--- src/pkg/csf_pkg.sv ---
// constants for the processor status flag register block
// assumes a single clock and synchronous active-low reset
`default_nettype none
package csf_pkg;
  // flag word layout (flag word is also an output of this block)
  localparam int unsigned FLAG_WIDTH    = 32;
  localparam int unsigned POS_BANK      = 0;
  localparam int unsigned POS_OVF       = 1;
  localparam int unsigned POS_IEN       = 2;
  localparam int unsigned POS_STACK     = 3;
  localparam int unsigned POS_FUNDER    = 4;
  localparam int unsigned POS_FOVER     = 5;
  localparam int unsigned POS_LEVEL     = 8;
  localparam int unsigned LEVEL_WIDTH   = 3;
  localparam int unsigned POS_RADIX     = 11;
  localparam int unsigned POS_ROUND     = 12;
  localparam int unsigned ROUND_WIDTH   = 2;
  localparam int unsigned POS_RESERVED  = 14;
  // reset values
  localparam logic       RST_BANK   = 1'h0;
  localparam logic       RST_OVF    = 1'h0;
  localparam logic       RST_IEN    = 1'h0;
  localparam logic       RST_STACK  = 1'h0;
  localparam logic       RST_FUNDER = 1'h0;
  localparam logic       RST_FOVER  = 1'h0;
  localparam logic [2:0] RST_LEVEL  = 3'h0;
  localparam logic       RST_RADIX  = 1'h0;
  localparam logic [1:0] RST_ROUND  = 2'h0;
  // level at which every request is refused
  localparam logic [2:0] LEVEL_ALL_OFF = 3'h7;
  // highest trap vector that forces the interrupt stack
  localparam logic [7:0] TRAP_STACK_MAX = 8'h7F;
  // stack selection codes
  localparam logic SEL_INT_STACK  = 1'h0;
  localparam logic SEL_USER_STACK = 1'h1;
endpackage
`default_nettype wire

--- src/hw/csf_status_flags.sv ---
// processor status flag register with interrupt gating
// assumes inputs synchronous to clock; core supplies event strobes
//
// Overview of operation
// - bank flag picks general register bank
// - overflow flag follows each integer result update
// - enable flag gates maskable interrupts
// - accepting any interrupt clears enable flag
// - stack flag picks interrupt or user stack
// - interrupt or low trap forces interrupt stack
// - float underflow on underflow or subnormal operand
// - float overflow on overflow or subnormal operand
// - priority level is three bits, 0 to 7
// - request level must exceed priority level
// - level seven blocks every request
// - radix bit picks fixed-point product slice
// - two-bit field selects float rounding
// - reserved bit written zero, reads zero
`timescale 1ns/100ps
`default_nettype none
module csf_status_flags
  import csf_pkg::*;
#(
  parameter int unsigned LEVEL_BITS = 3
) (
  // clock and reset
  input  wire logic                   clock,
  input  wire logic                   resetn,
  // software write of the whole flag word
  input  wire logic                   flagWrite,
  input  wire logic [FLAG_WIDTH-1:0]  flagWriteData,
  // integer result update
  input  wire logic                   intUpdate,
  input  wire logic                   intOverflow,
  // float result update
  input  wire logic                   floatUpdate,
  input  wire logic                   floatUnderflow,
  input  wire logic                   floatOverflow,
  input  wire logic                   floatSubnormal,
  // interrupt requests
  input  wire logic                   irqMaskable,
  input  wire logic                   irqValid,
  input  wire logic [LEVEL_BITS-1:0]  irqLevel,
  input  wire logic                   irqTaken,
  // software trap
  input  wire logic                   trapExec,
  input  wire logic [7:0]             trapVector,
  // flag word and decoded selects
  output logic [FLAG_WIDTH-1:0]       flagWord,
  output logic                        bankSelect,
  output logic                        useUserStack,
  output logic                        useInterruptStack,
  output logic                        radixPointSelect,
  output logic [1:0]                  roundingSelect,
  output logic [LEVEL_BITS-1:0]       cpuPriorityLevel,
  output logic                        irqAccept
);

  ////////////////////////////////////////////////////////////////////////
  // flag state
  logic                  bankFlag;
  logic                  ovfFlag;
  logic                  ienFlag;
  logic                  stackFlag;
  logic                  funderFlag;
  logic                  foverFlag;
  logic [LEVEL_BITS-1:0] levelField;
  logic                  radixFlag;
  logic [1:0]            roundField;
  logic                  next_bankFlag;
  logic                  next_ovfFlag;
  logic                  next_ienFlag;
  logic                  next_stackFlag;
  logic                  next_funderFlag;
  logic                  next_foverFlag;
  logic [LEVEL_BITS-1:0] next_levelField;
  logic                  next_radixFlag;
  logic [1:0]            next_roundField;
  logic                  eligible;
  logic                  lowTrap;

  ////////////////////////////////////////////////////////////////////////
  // acceptance decision
  always_comb begin
    eligible = irqValid
             && (levelField != LEVEL_BITS'(LEVEL_ALL_OFF))
             && (irqLevel > levelField);
    if (irqMaskable) begin
      eligible = eligible && ienFlag;
    end
    lowTrap = trapExec && (trapVector <= TRAP_STACK_MAX);
  end

  ////////////////////////////////////////////////////////////////////////
  // next flag values
  always_comb begin
    next_bankFlag   = bankFlag;
    next_ovfFlag    = ovfFlag;
    next_ienFlag    = ienFlag;
    next_stackFlag  = stackFlag;
    next_funderFlag = funderFlag;
    next_foverFlag  = foverFlag;
    next_levelField = levelField;
    next_radixFlag  = radixFlag;
    next_roundField = roundField;
    if (flagWrite) begin
      next_bankFlag   = flagWriteData[POS_BANK];
      next_ovfFlag    = flagWriteData[POS_OVF];
      next_ienFlag    = flagWriteData[POS_IEN];
      next_stackFlag  = flagWriteData[POS_STACK];
      next_funderFlag = flagWriteData[POS_FUNDER];
      next_foverFlag  = flagWriteData[POS_FOVER];
      next_levelField = flagWriteData[POS_LEVEL +: LEVEL_BITS];
      next_radixFlag  = flagWriteData[POS_RADIX];
      next_roundField = flagWriteData[POS_ROUND +: ROUND_WIDTH];
    end
    if (intUpdate) begin
      next_ovfFlag = intOverflow;
    end
    if (floatUpdate) begin
      next_funderFlag = floatUnderflow || floatSubnormal;
      next_foverFlag  = floatOverflow || floatSubnormal;
    end
    if (lowTrap) begin
      next_stackFlag = SEL_INT_STACK;
    end
    if (irqTaken) begin
      next_ienFlag   = 1'h0;
      next_stackFlag = SEL_INT_STACK;
    end
  end

  always_ff @(posedge clock) begin
    if (!resetn) begin
      bankFlag   <= RST_BANK;
      ovfFlag    <= RST_OVF;
      ienFlag    <= RST_IEN;
      stackFlag  <= RST_STACK;
      funderFlag <= RST_FUNDER;
      foverFlag  <= RST_FOVER;
      levelField <= LEVEL_BITS'(RST_LEVEL);
      radixFlag  <= RST_RADIX;
      roundField <= RST_ROUND;
    end else begin
      bankFlag   <= next_bankFlag;
      ovfFlag    <= next_ovfFlag;
      ienFlag    <= next_ienFlag;
      stackFlag  <= next_stackFlag;
      funderFlag <= next_funderFlag;
      foverFlag  <= next_foverFlag;
      levelField <= next_levelField;
      radixFlag  <= next_radixFlag;
      roundField <= next_roundField;
    end
  end

  ////////////////////////////////////////////////////////////////////////
  // registered outputs
  logic [FLAG_WIDTH-1:0] next_flagWord;
  logic                  next_useUserStack;
  logic                  next_useInterruptStack;
  logic                  next_irqAccept;

  always_comb begin
    next_flagWord = '0;
    next_flagWord[POS_BANK]   = next_bankFlag;
    next_flagWord[POS_OVF]    = next_ovfFlag;
    next_flagWord[POS_IEN]    = next_ienFlag;
    next_flagWord[POS_STACK]  = next_stackFlag;
    next_flagWord[POS_FUNDER] = next_funderFlag;
    next_flagWord[POS_FOVER]  = next_foverFlag;
    next_flagWord[POS_LEVEL +: LEVEL_BITS]  = next_levelField;
    next_flagWord[POS_RADIX]  = next_radixFlag;
    next_flagWord[POS_ROUND +: ROUND_WIDTH] = next_roundField;
    next_useUserStack      = (next_stackFlag == SEL_USER_STACK);
    next_useInterruptStack = (next_stackFlag == SEL_INT_STACK);
    next_irqAccept         = eligible && !irqTaken;
  end

  always_ff @(posedge clock) begin
    if (!resetn) begin
      flagWord          <= '0;
      bankSelect        <= RST_BANK;
      useUserStack      <= 1'h0;
      useInterruptStack <= 1'h1;
      radixPointSelect  <= RST_RADIX;
      roundingSelect    <= RST_ROUND;
      cpuPriorityLevel  <= LEVEL_BITS'(RST_LEVEL);
      irqAccept         <= 1'h0;
    end else begin
      flagWord          <= next_flagWord;
      bankSelect        <= next_bankFlag;
      useUserStack      <= next_useUserStack;
      useInterruptStack <= next_useInterruptStack;
      radixPointSelect  <= next_radixFlag;
      roundingSelect    <= next_roundField;
      cpuPriorityLevel  <= next_levelField;
      irqAccept         <= next_irqAccept;
    end
  end

endmodule
`default_nettype wire

--- config.mk ---
export PLATFORM = sky130hd
export DESIGN_NAME = csf_status_flags
export DESIGN_NICKNAME = d
export VERILOG_FILES = /design/src/pkg/csf_pkg.sv /design/src/hw/csf_status_flags.sv
export SDC_FILE = /design/constraint.sdc
export NUM_CORES = 1
export LEC_CHECK = 0
export BUFFER_PORTS_ARGS = -buffer_cell sky130_fd_sc_hd__buf_4
export CAP_MARGIN = 20
export CORE_UTILIZATION = 30
export DETAILED_ROUTE_END_ITERATION = 10
export PLACE_DENSITY = 0.75
export SLEW_MARGIN = 20
export SYNTH_ARGS = -nofsm -noshare
export SYNTH_HDL_FRONTEND = slang
export SYNTH_SLANG_ARGS = --single-unit
--- constraint.sdc ---
create_clock -name clock -period 1.3 [get_ports clock]
set_input_delay 0.39 -clock clock [delete_from_list [all_inputs] [get_ports clock]]
set_output_delay 0.39 -clock clock [all_outputs]
set_load 0.01 [all_outputs]
==> impl_metrics.json, run 1 <==
{
  "max_freq_ghz": 0.789,
  "nets": 197,
  "gp_congestion": 0.725,
  "final_antenna_net_count": 0,
  "area_growth_pct": 36.3,
  "dp.cells": 164,
  "worst_setup_path_end_kind": "primary output",
  "tns_ns": 0,
  "power_density_mw_per_mm2": 890,
  "drive_gt1_share_pct": 46.0,
  "multi_input_area_um2": 407,
  "dr.pass1.iters": 2,
  "leakagePower_nw": 0.651,
  "design_area_mm2": 0.00119,
  "initial_utilization_pct": 31.6,
  "hold_class": "in2reg",
  "rsz0062_at_grt": "yes",
  "hpwl_mm": 1.42,
  "syn-mean-instance-area_um2": 9.08,
  "yosysTopAreaCell": "dfxtp_1",
  "fin_crit_sh_pct": 97.4,
  "path_cells": "buf_4 > buf_4",
  "antenna_found_initial": 0,
  "synth_edf_count": 0,
  "finalClockSkew_ns": 0.00216,
  "maxSlewViolCount": 0,
  "syn_area_um2": 872,
  "async_flop_share_pct": 0,
  "drt_iter0_markers": 8,
  "critPathRequiredTime_ns": 0.91,
  "cts_sinks": 14,
  "critPathMaxStageDelay_ns": 0.33,
  "setup_viol": 0,
  "ctsRootBufferMaster": "clkbuf_4",
  "core_mm2": 0.00276,
  "yosysWarnings": 0,
  "vias_per_cell": 4.10,
  "numCtsBuffers": 3,
  "stdcell_count": 168,
  "num_rows": 19,
  "worstSetupStartpointType": "flop",
  "htreeDepth": 1,
  "cpMaxStageDelayCell": "dfxtp_2",
  "grt_pass1_wl_mm": 2.84,
  "clock_path_buffers": 2,
  "worstSetupPathType": "reg2out",
  "final_hold_viol_count": 0,
  "arrival_ns": 0.88,
  "maxCapViolCount": 0,
  "die_x_um": 55.9,
  "die_height_um": 55.9,
  "placed_cell_area_mm2": 0.00112,
  "cp_common_cell": "buf_4",
  "overflow": 0,
  "outcome": "finished clean",
  "synth_top_area_share_pct": 32.1,
  "num_vias": 689,
  "cp_max_fo": 4,
  "ys.flop_type": "dfxtp_1",
  "synth.area.top_cells": "dfxtp_1 32%, buf_4 28%, mux2i_1 14%",
  "io_buffers": 50,
  "path_clk_slew_ns": 0.09,
  "grt_pass1_vias": 671,
  "drcViolationCount": 0,
  "routed_wl_mm": 1.74,
  "post_cts_buffers": 0,
  "ctsHoldBuffers": 0,
  "n_antenna_cell": 0,
  "fin_crit_ns": 1.27,
  "ys_top_cells_by_count": "32 x buf_4, 14 x dfxtp_1, 12 x mux2i_1",
  "clk_latency_ns": 0.27,
  "ys_types": 19,
  "ios": 98,
  "grt_max_degree": 13,
  "synthCells": 96,
  "route.detailed.wl_per_inst_um": 10.4,
  "ff_latch_area_um2": 283,
  "dieArea_mm2": 0.00313,
  "n_fill_cell": 273,
  "yosysMostFrequentCell": "buf_4",
  "yosysSeqAreaShare_pct": 32.1,
  "grt_usage_pct": 11.8,
  "ir_drop_mv": 0.541,
  "ys_ff_latch": 14,
  "final_util_pct": 43.1,
  "cts_tree": "yes"
}
[cells in the final DEF, fill, tap and decap left out, drive strengths merged]
master / n
buf: 52
and2: 1
o21ai: 3
ha: 3
a211o: 1
nand3: 2
a2111oi: 1
nand2b: 1
o311a: 2
inv: 8
mux2i: 12
nor2b: 8
dfxtp: 14
nor2: 1
conb: 20
nand2: 4
clkbuf: 4
[cell families after synthesis]
kind of cell	after synthesis	share of synthesized area [%]
adder cells (fa/ha/maj)	3	4.30
AO/OA/AOI/OAI	7	6.17
buffers and inverters	42	32.7
flip-flops	14	32.1
AND/OR/NAND/NOR	17	10.5
multiplexers	12	13.8
other	1	0.430
[timing repair]
| action | CTS | global route |
|---|---|---|
| cloned | 0 | 0 |
| gates resized for setup | 0 | 7 |
| pin swaps | 1 | 1 |
| setup endpoints to repair | 1 | 5 |
[final timing paths]
kind                from                 to  slack (ns)  cells after the start
max          flagWord[9]        flagWord[9]        0.03                      2
min             trapExec  useInterruptStack        0.34                      2
max reg2reg  flagWord[9]          irqAccept        0.06                      5
min reg2reg  flagWord[2]        flagWord[2]        0.54                      2
[report_power, final]
part | total (mW) | switching (mW) | internal [mW]
registers | 0.469 | 0.0158 | 0.453
logic | 0.277 | 0.125 | 0.152
clock network | 0.312 | 0.141 | 0.170
total | 1.06 | 0.282 | 0.775
[state kept, by name, indices dropped and copies added (netlist names)]
| name | cells |
|---|---|
| flagWord | 12 |
| irqAccept | 1 |
| useInterruptStack | 1 |
[through the flow]
| stage | setup slack (ns) | hold WS, ns | power [mW] |
|---|---|---|---|
| 5_1_grt | -0.0112 | 0.322 | 1.13 |
| 4_1_cts | 0.00957 | 0.329 | 1.06 |
| 3_5_place_dp | -0.172 | 0.530 | 0.741 |
| 6_report | 0.0333 | 0.340 | 1.06 |
| 2_1_floorplan | 0.00586 | 0.479 | 0.670 |
| 3_3_place_gp | -0.137 | 0.500 | 0.728 |
[area by class of cell]
class                           count  share of cell area [%]
Clock buffer                        4                    3.05
Sequential cell                    14                    23.8
Tap cell                           31                    3.26
Multi-Input combinational cell     59                    34.2
Inverter                            8                    2.53
Timing Repair Buffer               52                    33.2
[worst max-delay path: cells and delay by family (launching register included)]
| family | cells | cell delay (ns) |
|---|---|---|
| DFF | 1 | 0.33 |
| buffers and inverters | 2 | 0.28 |
[metal layers]
| metal | wire length [um] | GRT usage [%] | up-vias |
|---|---|---|---|
| met5 | 0 | 0 | - |
| met3 | 140 | 2.56 | 0 |
| met2 | 991 | 23.8 | 43 |
| li1 | - | - | 340 |
| met1 | 611 | 11.3 | 306 |
| met4 | 0 | 5.23 | 0 |
No activity file was read; power rests on OpenSTA's default activity.
==> inputs of run 2 (changes only) <==
Settings changed: CORE_UTILIZATION 30 to 31, CTS_BUF_LIST set to sky130_fd_sc_hd__clkbuf_8, PLACE_DENSITY 0.75 to 0.77.
==> impl_metrics.json, run 2 (synthesis results as in run 1) <==
{
  "outcome": "finished clean",
  "dieArea_mm2": 0.00303,
  "power_density_mw_per_mm2": 914,
  "grt_usage_pct": 10.7,
  "final_hold_viol_count": 0,
  "fin_crit_sh_pct": 95.9,
  "antenna_found_initial": 0,
  "area_growth_pct": 36.2,
  "path_buf_inv": 1,
  "final_util_pct": 46.2,
  "placed_cell_area_mm2": 0.00112,
  "ctsHoldBuffers": 0,
  "die_x_um": 55.0,
  "multi_input_area_um2": 407,
  "design_area_mm2": 0.00119,
  "ios": 98,
  "highest_layer": "met3",
  "drcViolationCount": 0,
  "p_int_uw": 808,
  "cts_sinks": 14,
  "ctsRootBufferMaster": "clkbuf_8",
  "clk_latency_ns": 0.23,
  "grt_pass1_vias": 566,
  "setup_viol": 0,
  "numCtsBuffers": 3,
  "cpMaxStageDelayCell": "dfxtp_2",
  "core_mm2": 0.00257,
  "n_antenna_cell": 0,
  "worst_setup_path_end_kind": "flop",
  "hold_class": "in2reg",
  "power_frac_clock_pct": 31.7,
  "arrival_ns": 1.38,
  "top_register": "flagWord",
  "top_regs": "flagWord x12, irqAccept x1, useInterruptStack x1",
  "largest_register_ffs": 12,
  "seqPwrFrac_pct": 43.2,
  "combPwrFrac_pct": 25.1,
  "path_cells": "inv_2 > ha_4 > nor2b_4 > o21ai_2 > a2111oi_2",
  "ir_drop_mv": 0.459,
  "route.detailed.wl_per_inst_um": 9.89,
  "critPathMaxStageDelay_ns": 0.33,
  "n_fill_cell": 271,
  "io_buffers": 50,
  "overflow": 0,
  "wl_met1_um": 608,
  "grt_max_degree": 13,
  "drt_iter0_markers": 0,
  "finalClockSkew_ns": 0.000275,
  "maxCapViolCount": 0,
  "nets": 197,
  "final_cell_mix": "52 x buf_4, 20 x conb_1, 13 x dfxtp_1",
  "critPathRequiredTime_ns": 1.43,
  "vias_per_cell": 4.08,
  "wl_met3_um": 174,
  "leakagePower_nw": 0.650,
  "switching_share_pct": 25.5,
  "rsz0062_at_grt": "yes",
  "cp_max_fo": 2,
  "worstSetupStartpointType": "flop",
  "maxSlewViolCount": 0,
  "num_vias": 677,
  "tns_ns": 0,
  "htreeDepth": 1,
  "cts_tree": "yes",
  "final_antenna_net_count": 0,
  "clock_path_buffers": 2,
  "final_common_cell": "buf_4",
  "num_rows": 18,
  "die_height_um": 55.0,
  "switching_power_uw": 277,
  "path_clk_slew_ns": 0.06,
  "dr.pass1.iters": 1,
  "hpwl_mm": 1.27,
  "grt_pass1_wl_mm": 2.27,
  "drive_gt1_share_pct": 44.9,
  "ff_latch_area_um2": 282,
  "route.met2.wl_um": 859,
  "max_freq_ghz": 0.802,
  "gp_congestion": 0.625,
  "worstSetupPathType": "reg2reg",
  "cp_top_family": "compound AO/OA/AOI/OAI gates",
  "initial_utilization_pct": 34.0,
  "routed_wl_mm": 1.64,
  "fin_crit_ns": 1.25
}
run 2: cell types whose count changed in the layout (fill, tap and decap cells not counted), sizes merged:
cell    previous run  this run
clkbuf             4         3
run 2: timing repair:
item,CTS,global route
setup endpoints to repair,1,1
gates resized for setup,0,6
pin swaps,1,1
endpoints found under the hold margin,0,0
buffers inserted,0,0
run 2: stage by stage:
step                      power, mW  hold slack (ns)  worst slack, ns  instances
after floorplan               0.670            0.479          0.00586        115
after global placement        0.728            0.499           -0.136        163
after detailed placement      0.734            0.520           -0.178        163
after CTS                      1.09            0.390           0.0127        166
after global routing           1.16            0.402          -0.0244        166
final                          1.08            0.387           0.0531        166
run 2: power by group through the flow:
stage          clock network [mW]  registers (mW)  logic [mW]
5_1_grt                     0.383           0.472       0.302
3_3_place_gp                    0           0.476       0.252
3_5_place_dp                    0           0.477       0.257
2_1_floorplan                   0           0.484       0.185
4_1_cts                     0.361           0.469       0.257
6_report                    0.344           0.469       0.272
run 2: worst paths after layout:
kind           startpoint           endpoint  slack (ns)  cells past startpoint
max           flagWord[9]          irqAccept        0.05                      5
min              trapExec  useInterruptStack        0.39                      2
max reg2reg   flagWord[9]          irqAccept        0.05                      5
min reg2reg  flagWord[12]       flagWord[12]        0.54                      2
run 2: final cells by class:
| cell class | instances | share of cell area, % |
|---|---|---|
| sequential | 14 | 23.7 |
| multi-input combinational | 59 | 34.2 |
| timing repair buffer | 52 | 32.9 |
| tap | 30 | 3.16 |
| clock buffer | 3 | 3.48 |
| inverter | 8 | 2.53 |
run 2: routing by layer:
layer  GRT usage [%]  vias up
li1                -      337
met5               0        -
met3            2.73        0
met1            11.9      294
met2            19.3       46
met4            3.75        0
